`src/ritm_pkg.sv`:
```
package ritm_pkg;
    // horizontal line, in pixel clocks, counted from the leading edge of sync
    localparam logic [10:0] H_ACTIVE = 11'h320;
    localparam logic [10:0] H_SYNC_BP = 11'h058;
    localparam logic [10:0] H_ACT_END = H_SYNC_BP + H_ACTIVE;
    localparam logic [10:0] H_LAST_BASE = H_ACT_END - 11'h001;
    localparam logic [10:0] LINE_MIN = 11'h38C;
    localparam logic [10:0] LINE_MAX = 11'h440;
    localparam logic [7:0] HSW_MIN = 8'h01;
    localparam logic [7:0] HSW_MAX = 8'h57;
    localparam logic [7:0] HFP_MIN = 8'h14;
    localparam logic [7:0] HFP_MAX = 8'hC8;
    // vertical frame, in lines, counted from the leading edge of sync
    localparam logic [9:0] V_ACTIVE = 10'h1E0;
    localparam logic [9:0] V_SYNC_BP = 10'h020;
    localparam logic [9:0] V_ACT_END = V_SYNC_BP + V_ACTIVE;
    localparam logic [9:0] V_LAST_BASE = V_ACT_END - 10'h001;
    localparam logic [7:0] VSW_MIN = 8'h01;
    localparam logic [7:0] VSW_MAX = 8'h03;
    localparam logic [7:0] VFP_MIN = 8'h05;
    localparam logic [7:0] VFP_MAX_DUAL = 8'hC8;
    localparam logic [7:0] VFP_MAX_CASC = 8'h65;
    localparam logic [9:0] FRAME_MIN = 10'h205;
    localparam logic [9:0] FRAME_MAX_DUAL = 10'h2C8;
    localparam logic [9:0] FRAME_MAX_CASC = 10'h265;
    // pixel clock is core clock divided by twice this
    localparam logic [3:0] PCLK_HALF_DEF = 4'h4;
    localparam logic [1:0] RES_800X480 = 2'h0;
    // register map
    localparam logic [7:0] REG_CTRL = 8'h00;
    localparam logic [7:0] REG_HTIM = 8'h04;
    localparam logic [7:0] REG_VTIM = 8'h08;
    localparam logic [7:0] REG_FILL = 8'h0C;
    localparam logic [7:0] REG_STATUS = 8'h10;
    localparam logic [7:0] REG_UNDER = 8'h14;
    localparam int CTRL_EN = 0;
    localparam int CTRL_SMODE = 1;
    localparam int CTRL_DUAL = 2;
    localparam int CTRL_SHIFT = 3;
    localparam int TIM_WIDTH_LSB = 0;
    localparam int TIM_PORCH_LSB = 16;
    localparam int STAT_VPOS_LSB = 16;
    localparam int STAT_RUN_BIT = 31;
    localparam logic [31:0] CTRL_RST = 32'h0000_000E;
    localparam logic [31:0] HTIM_RST = 32'h0028_0030;
    localparam logic [31:0] VTIM_RST = 32'h000D_0001;
    localparam logic [31:0] FILL_RST = 32'h0000_0000;
    localparam logic [31:0] CTRL_MASK = 32'h0000_000F;
    localparam logic [31:0] TIM_MASK = 32'h00FF_00FF;
    localparam logic [31:0] FILL_MASK = 32'h00FF_FFFF;
    localparam logic [1:0] RESP_OKAY = 2'h0;
    localparam logic [1:0] RESP_SLVERR = 2'h2;
endpackage

```
`src/ritm_axil_regs.sv`:
```
`timescale 1ns/1ns
module ritm_axil_regs import ritm_pkg::*; (
    input wire logic core_clk,
    input wire logic reset,
    input wire logic [7:0] s_axi_awaddr,
    input wire logic s_axi_awvalid,
    output logic s_axi_awready,
    input wire logic [31:0] s_axi_wdata,
    input wire logic [3:0] s_axi_wstrb,
    input wire logic s_axi_wvalid,
    output logic s_axi_wready,
    output logic [1:0] s_axi_bresp,
    output logic s_axi_bvalid,
    input wire logic s_axi_bready,
    input wire logic [7:0] s_axi_araddr,
    input wire logic s_axi_arvalid,
    output logic s_axi_arready,
    output logic [31:0] s_axi_rdata,
    output logic [1:0] s_axi_rresp,
    output logic s_axi_rvalid,
    input wire logic s_axi_rready,
    output logic [31:0] ctrl_word,
    output logic [31:0] htim_word,
    output logic [31:0] vtim_word,
    output logic [31:0] fill_word,
    input wire logic [15:0] stat_frames,
    input wire logic [9:0] stat_vpos,
    input wire logic stat_run,
    input wire logic [15:0] stat_under
);
    typedef struct packed {
        logic aw_full;
        logic [7:0] aw_addr;
        logic w_full;
        logic [31:0] w_data;
        logic [3:0] w_strb;
        logic bvalid;
        logic [1:0] bresp;
        logic rvalid;
        logic [31:0] rdata;
        logic [1:0] rresp;
        logic [31:0] ctrl;
        logic [31:0] htim;
        logic [31:0] vtim;
        logic [31:0] fill;
    } ritm_axil_t;

    ritm_axil_t s_reg;
    ritm_axil_t s_next;

    function automatic logic [31:0] merge(input logic [31:0] old, input logic [31:0] d,
                                          input logic [3:0] strb);
        logic [31:0] r;
        r = old;
        for (int i = 0; i < 4; i++) begin
            if (strb[i]) begin
                r[8*i +: 8] = d[8*i +: 8];
            end
        end
        return r;
    endfunction

    // address and data are held until both are in, so they may come in either order
    assign s_axi_awready = !s_reg.aw_full && !s_reg.bvalid;
    assign s_axi_wready = !s_reg.w_full && !s_reg.bvalid;
    assign s_axi_arready = !s_reg.rvalid;
    assign s_axi_bvalid = s_reg.bvalid;
    assign s_axi_bresp = s_reg.bresp;
    assign s_axi_rvalid = s_reg.rvalid;
    assign s_axi_rdata = s_reg.rdata;
    assign s_axi_rresp = s_reg.rresp;
    assign ctrl_word = s_reg.ctrl;
    assign htim_word = s_reg.htim;
    assign vtim_word = s_reg.vtim;
    assign fill_word = s_reg.fill;

    always_comb begin
        s_next = s_reg;
        if (s_axi_awvalid && s_axi_awready) begin
            s_next.aw_full = 1'b1;
            s_next.aw_addr = s_axi_awaddr;
        end
        if (s_axi_wvalid && s_axi_wready) begin
            s_next.w_full = 1'b1;
            s_next.w_data = s_axi_wdata;
            s_next.w_strb = s_axi_wstrb;
        end
        if (s_reg.aw_full && s_reg.w_full && !s_reg.bvalid) begin
            s_next.aw_full = 1'b0;
            s_next.w_full = 1'b0;
            s_next.bvalid = 1'b1;
            s_next.bresp = RESP_OKAY;
            case (s_reg.aw_addr)
                REG_CTRL: s_next.ctrl = merge(s_reg.ctrl, s_reg.w_data, s_reg.w_strb) & CTRL_MASK;
                REG_HTIM: s_next.htim = merge(s_reg.htim, s_reg.w_data, s_reg.w_strb) & TIM_MASK;
                REG_VTIM: s_next.vtim = merge(s_reg.vtim, s_reg.w_data, s_reg.w_strb) & TIM_MASK;
                REG_FILL: s_next.fill = merge(s_reg.fill, s_reg.w_data, s_reg.w_strb) & FILL_MASK;
                REG_STATUS, REG_UNDER: s_next.bresp = RESP_OKAY;
                default: s_next.bresp = RESP_SLVERR;
            endcase
        end
        if (s_reg.bvalid && s_axi_bready) begin
            s_next.bvalid = 1'b0;
        end
        if (s_axi_arvalid && s_axi_arready) begin
            s_next.rvalid = 1'b1;
            s_next.rresp = RESP_OKAY;
            case (s_axi_araddr)
                REG_CTRL: s_next.rdata = s_reg.ctrl;
                REG_HTIM: s_next.rdata = s_reg.htim;
                REG_VTIM: s_next.rdata = s_reg.vtim;
                REG_FILL: s_next.rdata = s_reg.fill;
                REG_STATUS: begin
                    s_next.rdata = '0;
                    s_next.rdata[15:0] = stat_frames;
                    s_next.rdata[STAT_VPOS_LSB +: 10] = stat_vpos;
                    s_next.rdata[STAT_RUN_BIT] = stat_run;
                end
                REG_UNDER: s_next.rdata = {16'h0000, stat_under};
                default: begin
                    s_next.rdata = '0;
                    s_next.rresp = RESP_SLVERR;
                end
            endcase
        end else if (s_reg.rvalid && s_axi_rready) begin
            s_next.rvalid = 1'b0;
        end
    end

    always_ff @(posedge core_clk) begin
        if (reset) begin
            s_reg <= '0;
            s_reg.ctrl <= CTRL_RST;
            s_reg.htim <= HTIM_RST;
            s_reg.vtim <= VTIM_RST;
            s_reg.fill <= FILL_RST;
        end else begin
            s_reg <= s_next;
        end
    end
endmodule // ritm_axil_regs

```
`src/ritm_host.sv`:
```
// Added by the designer: the address map and the AXI4-Lite register port.
`timescale 1ns/1ns
module ritm_host import ritm_pkg::*; #(
    parameter logic [3:0] PCLK_HALF = PCLK_HALF_DEF
) (
    input wire logic core_clk,
    input wire logic reset,
    input wire logic [7:0] s_axi_awaddr,
    input wire logic s_axi_awvalid,
    output logic s_axi_awready,
    input wire logic [31:0] s_axi_wdata,
    input wire logic [3:0] s_axi_wstrb,
    input wire logic s_axi_wvalid,
    output logic s_axi_wready,
    output logic [1:0] s_axi_bresp,
    output logic s_axi_bvalid,
    input wire logic s_axi_bready,
    input wire logic [7:0] s_axi_araddr,
    input wire logic s_axi_arvalid,
    output logic s_axi_arready,
    output logic [31:0] s_axi_rdata,
    output logic [1:0] s_axi_rresp,
    output logic s_axi_rvalid,
    input wire logic s_axi_rready,
    input wire logic pix_valid,
    output logic pix_ready,
    input wire logic [7:0] pix_red,
    input wire logic [7:0] pix_green,
    input wire logic [7:0] pix_blue,
    output logic pixel_clock,
    output logic horizontal_sync_in_n,
    output logic vertical_sync_in_n,
    output logic data_enable_in,
    output logic [7:0] red_in,
    output logic [7:0] green_in,
    output logic [7:0] blue_in,
    output logic sync_mode,
    output logic dual_gate_select,
    output logic shift_direction_select,
    output logic [1:0] resolution_select
);
    typedef struct packed {
        logic [3:0] div;
        logic pclk;
        logic run;
        logic [10:0] hcnt;
        logic [9:0] vcnt;
        logic [7:0] hsw;
        logic [7:0] hfp;
        logic [7:0] vsw;
        logic [7:0] vfp;
        logic dual;
        logic shift;
        logic smode;
        logic hs_n;
        logic vs_n;
        logic de;
        logic [7:0] red;
        logic [7:0] green;
        logic [7:0] blue;
        logic [15:0] frames;
        logic [15:0] under;
    } ritm_tg_t;

    ritm_tg_t s_reg;
    ritm_tg_t s_next;
    logic [31:0] ctrl_word;
    logic [31:0] htim_word;
    logic [31:0] vtim_word;
    logic [31:0] fill_word;
    logic [7:0] cfg_hsw;
    logic [7:0] cfg_hfp;
    logic [7:0] cfg_vsw;
    logic [7:0] cfg_vfp;
    logic [7:0] vfp_max;
    logic tick;
    logic [10:0] h_last;
    logic [9:0] v_last;
    logic active;

    function automatic logic [7:0] clamp8(input logic [7:0] v, input logic [7:0] lo,
                                          input logic [7:0] hi);
        if (v < lo) begin
            return lo;
        end else if (v > hi) begin
            return hi;
        end
        return v;
    endfunction

    ritm_axil_regs u_regs (
        .core_clk(core_clk),
        .reset(reset),
        .s_axi_awaddr(s_axi_awaddr),
        .s_axi_awvalid(s_axi_awvalid),
        .s_axi_awready(s_axi_awready),
        .s_axi_wdata(s_axi_wdata),
        .s_axi_wstrb(s_axi_wstrb),
        .s_axi_wvalid(s_axi_wvalid),
        .s_axi_wready(s_axi_wready),
        .s_axi_bresp(s_axi_bresp),
        .s_axi_bvalid(s_axi_bvalid),
        .s_axi_bready(s_axi_bready),
        .s_axi_araddr(s_axi_araddr),
        .s_axi_arvalid(s_axi_arvalid),
        .s_axi_arready(s_axi_arready),
        .s_axi_rdata(s_axi_rdata),
        .s_axi_rresp(s_axi_rresp),
        .s_axi_rvalid(s_axi_rvalid),
        .s_axi_rready(s_axi_rready),
        .ctrl_word(ctrl_word),
        .htim_word(htim_word),
        .vtim_word(vtim_word),
        .fill_word(fill_word),
        .stat_frames(s_reg.frames),
        .stat_vpos(s_reg.vcnt),
        .stat_run(s_reg.run),
        .stat_under(s_reg.under)
    );

    // software values are forced into the legal window, so no setting can break the panel
    assign cfg_hsw = clamp8(htim_word[TIM_WIDTH_LSB +: 8], HSW_MIN, HSW_MAX);
    assign cfg_hfp = clamp8(htim_word[TIM_PORCH_LSB +: 8], HFP_MIN, HFP_MAX);
    assign cfg_vsw = clamp8(vtim_word[TIM_WIDTH_LSB +: 8], VSW_MIN, VSW_MAX);
    assign vfp_max = ctrl_word[CTRL_DUAL] ? VFP_MAX_DUAL : VFP_MAX_CASC;
    assign cfg_vfp = clamp8(vtim_word[TIM_PORCH_LSB +: 8], VFP_MIN, vfp_max);

    assign pixel_clock = s_reg.pclk;
    assign horizontal_sync_in_n = s_reg.hs_n;
    assign vertical_sync_in_n = s_reg.vs_n;
    assign data_enable_in = s_reg.de;
    assign red_in = s_reg.red;
    assign green_in = s_reg.green;
    assign blue_in = s_reg.blue;
    assign sync_mode = s_reg.smode;
    assign dual_gate_select = s_reg.dual;
    assign shift_direction_select = s_reg.shift;
    // only the 800x480 timing is generated, so the panel format is pinned to it
    assign resolution_select = RES_800X480;

    always_comb begin
        s_next = s_reg;
        tick = 1'b0;
        active = 1'b0;
        pix_ready = 1'b0;
        // back porch is what is left of the fixed 88 after the sync pulse
        h_last = H_LAST_BASE + {3'h0, s_reg.hfp};
        v_last = V_LAST_BASE + {2'h0, s_reg.vfp};
        // new values launch on the falling pixel clock edge: a half period of setup and hold
        if (s_reg.div == PCLK_HALF - 4'h1) begin
            s_next.div = 4'h0;
            s_next.pclk = ~s_reg.pclk;
            tick = s_reg.pclk;
        end else begin
            s_next.div = s_reg.div + 4'h1;
        end
        if (tick) begin
            if (!s_reg.run) begin
                if (ctrl_word[CTRL_EN]) begin
                    s_next.run = 1'b1;
                    s_next.hcnt = 11'h000;
                    s_next.vcnt = 10'h000;
                end
            end else if (s_reg.hcnt == h_last) begin
                s_next.hcnt = 11'h000;
                if (s_reg.vcnt == v_last) begin
                    s_next.vcnt = 10'h000;
                    s_next.frames = s_reg.frames + 16'h0001;
                    // a disable takes effect only at a frame boundary
                    s_next.run = ctrl_word[CTRL_EN];
                end else begin
                    s_next.vcnt = s_reg.vcnt + 10'h001;
                end
            end else begin
                s_next.hcnt = s_reg.hcnt + 11'h001;
            end
            // settings are taken at frame start so one frame never mixes two timings
            if (s_next.hcnt == 11'h000 && s_next.vcnt == 10'h000) begin
                s_next.hsw = cfg_hsw;
                s_next.hfp = cfg_hfp;
                s_next.vsw = cfg_vsw;
                s_next.vfp = cfg_vfp;
                s_next.dual = ctrl_word[CTRL_DUAL];
                s_next.shift = ctrl_word[CTRL_SHIFT];
                s_next.smode = ctrl_word[CTRL_SMODE];
            end
            if (s_next.run) begin
                s_next.hs_n = !(s_next.hcnt < {3'h0, s_next.hsw});
                s_next.vs_n = !(s_next.vcnt < {2'h0, s_next.vsw});
                active = s_next.hcnt >= H_SYNC_BP && s_next.hcnt < H_ACT_END
                    && s_next.vcnt >= V_SYNC_BP && s_next.vcnt < V_ACT_END;
            end else begin
                s_next.hs_n = 1'b1;
                s_next.vs_n = 1'b1;
            end
            s_next.de = active;
            if (active) begin
                pix_ready = 1'b1;
                if (pix_valid) begin
                    s_next.red = pix_red;
                    s_next.green = pix_green;
                    s_next.blue = pix_blue;
                end else begin
                    // the line cannot stall, so a missing pixel is filled and counted
                    s_next.red = fill_word[23:16];
                    s_next.green = fill_word[15:8];
                    s_next.blue = fill_word[7:0];
                    s_next.under = s_reg.under + 16'h0001;
                end
            end else begin
                s_next.red = 8'h00;
                s_next.green = 8'h00;
                s_next.blue = 8'h00;
            end
        end
    end

    always_ff @(posedge core_clk) begin
        if (reset) begin
            s_reg <= '0;
            s_reg.hs_n <= 1'b1;
            s_reg.vs_n <= 1'b1;
            s_reg.smode <= CTRL_RST[CTRL_SMODE];
            s_reg.dual <= CTRL_RST[CTRL_DUAL];
            s_reg.shift <= CTRL_RST[CTRL_SHIFT];
        end else begin
            s_reg <= s_next;
        end
    end

    // helper counters seen only by the checks below
    logic [10:0] chk_pix;
    logic [8:0] chk_lines;
    logic chk_de_q;
    logic chk_vs_q;

    always_ff @(posedge core_clk) begin
        if (reset) begin
            chk_pix <= 11'h000;
            chk_lines <= 9'h000;
            chk_de_q <= 1'b0;
            chk_vs_q <= 1'b1;
        end else begin
            chk_de_q <= s_reg.de;
            chk_vs_q <= s_reg.vs_n;
            if (tick) begin
                chk_pix <= s_reg.de ? chk_pix + 11'h001 : 11'h000;
            end
            if (chk_vs_q && !s_reg.vs_n) begin
                chk_lines <= 9'h000;
            end else if (s_reg.de && !chk_de_q) begin
                chk_lines <= chk_lines + 9'h001;
            end
        end
    end
endmodule // ritm_host

```
`config.mk`:
```
export PLATFORM = sky130hd
export DESIGN_NAME = ritm_host
export DESIGN_NICKNAME = d
export VERILOG_FILES = /design/src/ritm_pkg.sv /design/src/ritm_axil_regs.sv /design/src/ritm_host.sv
export SDC_FILE = /design/constraint.sdc
export NUM_CORES = 1
export LEC_CHECK = 0
export ABC_AREA = 1
export BUFFER_PORTS_ARGS = -buffer_cell sky130_fd_sc_hd__clkbuf_2
export CORE_MARGIN = 3
export CORE_UTILIZATION = 25
export DETAILED_ROUTE_END_ITERATION = 16
export PLACE_DENSITY = 0.48
export SLEW_MARGIN = 20
export SYNTH_ARGS = -nofsm -noshare
export SYNTH_HDL_FRONTEND = slang
export SYNTH_SLANG_ARGS = --single-unit
```
`constraint.sdc`:
```
create_clock -name core_clk -period 3.77 [get_ports core_clk]
set_input_delay 0.1885 -clock core_clk [delete_from_list [all_inputs] [get_ports core_clk]]
set_output_delay 0.1885 -clock core_clk [all_outputs]
set_load 0.05 [all_outputs]
```
==> summary.md <==
| Metric | Value |
|---|---|
| Synth Cell Area | 0.0130 sq mm |
| Slew @ Worst Pin | 1.07 ns |
| Fillers | 5595 |
| Count leader, synth | nand2_1 |
| Skew final | 0.0243 ns |
| Initial Utilization | 25.3% |
| Top Ports | 159 |
| Initial DRC count | 671 |
| CTS root buf | clkbuf_16 |
| Core ar. | 0.0514 sq mm |
| Post-layout minimum cycle time | 3.76 ns |
| Tcrit/Tclk final | 99.7% |
| H-tree levels | 1 |
| TritonCTS clock tree | done |
| Unique cell type count in the Yosys netlist | 56 |
| Largest register FFs | 90 |
| Final Hold Viols | 0 |
| CTS clk-pin slew, worst paths | 0.06 ns |
| Largest net degree at the start of global routing | 75 |
| Leak | 6.92 nW |
| Post-Synthesis Cells | 1828 |
| Diodes inserted | 0 |
| Die ar. | 0.0549 sq mm |
| Synth cell count leaders | nand2_1, dfxtp_1, inv_1 |
| Die H | 234 um |
| Initial antenna violation count | 0 |
| Post-route ant nets | 0 |
| Synth Register Bits | 249 |
| Placed cells | 2602 |
| FF+latch area | 0.00499 sq mm |
| Top FF cell, synth | dfxtp_1 |
| Final setup TNS | 0 ns |
| Post-Syn Area per Cell | 7.13 sq um |
| Wire length per cell | 15.9 um |
| Max_cap viols | 0 |
| Final setup fails | 0 |
| Synth top area share | 38.3% |
| DR vias/cell | 4.67 |
| Async SR Flop Fraction | 0% |
| Grt ovf | 0 |
| Max_slew headroom | 28.3% |
| Worst Setup End Kind | flip-flop |
| Hold crit path type | primary input to flip-flop |
| Synthesis warning total | 0 |
| DRC errors left | 0 |
| Vias | 12800 |
| Clock Latency Late Sink | 0.58 ns |
| GPL Wtd Cong | 0.873 |
| EDFF count, synth | 0 |
| Area of the multi-input gates | 0.00679 sq mm |
| PortBufs | 140 |
| First-pass GRT wire length | 68.0 mm |
| Number of buffers created by CTS | 31 |
| Max Clk Rate | 266 MHz |
| Synth area leaders | dfxtp_1, nand2_1, a21oi_1 |
| Worst-path maximum fanout | 7 |
| Row count | 83 |
| Nets@finish | 2140 |
| Crit path launch type | flip-flop |
| GRT Util Overall | 15.5% |
| Slew Viols, Final | 0 |
| Die width | 234 um |
| Worst Setup Path Type | flip-flop to flip-flop |
| First-pass DRT Iterations | 5 |
| Power density cells | 370 mW/mm^2 |
| Post-synthesis sequential area ratio | 38.3% |
| CP arrival | 4.20 ns |
| WP data required | 4.21 ns |
| Vias in the first global route | 12200 |
| P&R area growth vs syn | 27.0% |
| Final Non-Filler Cells | 2733 |
| RSZ-0062 raised after global routing | yes |
| CTS max path bufs | 3 |
| Yosys top cell by area | dfxtp_1 |
| Peak supply drop | 286 uV |
| Status | finished, final reports clean |
| Dpl hpwl | 32.0 mm |
| Clk sink count | 249 |
| Layout cells sized above 1 | 19.6% |
| Routed Wire Length | 43.5 mm |
==> layer usage <==
metal / track usage (%) / vias up / routed length, um / part of all wire, %
met5: 0 / - / 0 / 0
met4: 5.03 / 0 / 1240 / 2.8
met3: 2.77 / 69 / 2290 / 5.3
met2: 24.7 / 304 / 19500 / 45
met1: 21.2 / 5947 / 20500 / 47
li1: - / 6435 / - / -
==> worst paths after layout <==
path	from	end	slack [ns]	cells after the start
max	s_reg[79]	horizontal_sync_in_n	0.01	27
min	s_axi_araddr[0]	u_regs.s_axi_rresp[1]	0.06	5
max reg2reg	s_reg[79]	horizontal_sync_in_n	0.01	27
min reg2reg	s_reg[75]	s_reg[75]	0.44	2
==> power breakdown <==
| part | switching [W] | internal (W) | total, W |
|---|---|---|---|
| clock | 0.00118 | 0.00180 | 0.00299 |
| combinational | 0.000272 | 0.000147 | 0.000419 |
| sequential | 0.0000313 | 0.00268 | 0.00272 |
==> through the flow <==
step                setup slack (ns)  hold slack (ns)  util, %  total power [W]  area, sq um
floorplan                      0.100            0.288        -          0.00302        13100
global placement              -0.116            0.377     28.1          0.00313        14500
detailed placement            -0.117            0.384     28.1          0.00314        14500
CTS                         0.000988           0.0163     31.5          0.00621        16200
global route                  -0.216           0.0376     32.2          0.00636        16500
finish                        0.0124           0.0558     32.2          0.00612        16500
==> cells by family after synthesis <==
group                    after synthesis  share of synthesized area [%]
AND/OR/NAND/NOR                      710                           24.1
AO/OA/AOI/OAI                        434                           19.0
buffers and inverters                358                           12.4
flip-flops                           249                           38.3
adder cells (fa/ha/maj)               26                           2.50
XOR/XNOR                              26                           1.81
multiplexers                          24                           1.84
other                                  1                         0.0288
==> cell usage in the layout (no fill, tap or decap), types with 7 or more instances in the layout <==
cell	instances
a211oi_1	12
a211oi_2	10
a21oi_1	160
a221oi_1	9
a31oi_1	7
buf_4	92
clkbuf_1	11
clkbuf_16	31
clkbuf_2	138
conb_1	9
dfxtp_1	243
dlygate4sd3_1	63
ha_1	20
inv_1	204
inv_2	12
mux2i_1	24
nand2_1	327
nand2_2	18
nand3_1	105
nand4_1	18
nor2_1	151
nor2_2	12
nor2_4	12
nor3_1	34
o211ai_1	16
o21ai_0	139
o21ai_1	19
o22ai_1	28
xor2_1	22
==> what timing repair did <==
action	in CTS	in global routing
setup buffers	4	9
pin swaps	12	29
hold endpoints to repair	62	0
endpoints found under the setup margin	3	9
resized for setup	19	63
hold buffers	63	0
cloned	1	0
==> area by class of cell <==
type                            count  share of cell area (%)
Clock buffer                       43                    5.02
Tap cell                          680                    5.14
Sequential cell                   249                    30.2
Inverter                          221                    5.05
Multi-Input combinational cell   1230                    41.0
Timing Repair Buffer              297                    12.5
Clock inverter                     13                    1.07
==> critical path, cell delays in order, from the launching register on <==
cell       delay, ns
dfxtp_2         0.32
inv_2           0.07
ha_4            0.18
inv_2           0.04
o21ai_2         0.15
nand2_1         0.08
nand2_2         0.08
nand2_1         0.05
nor2_1          0.09
nand2_1         0.09
nor2_4          0.13
nand2_4         0.11
nand2_4         0.11
nor2_2          0.05
nor2_2          0.15
nand2_1         0.08
nor2_2          0.13
nand3_2         0.11
nor2_4          0.15
nand3_4         0.14
buf_6           0.16
a21o_1          0.16
inv_2           0.07
ha_4            0.20
a21oi_2         0.16
o21ai_2         0.09
a2111oi_4       0.37
a21oi_2         0.08
No activity file was read; power rests on OpenSTA's default activity.
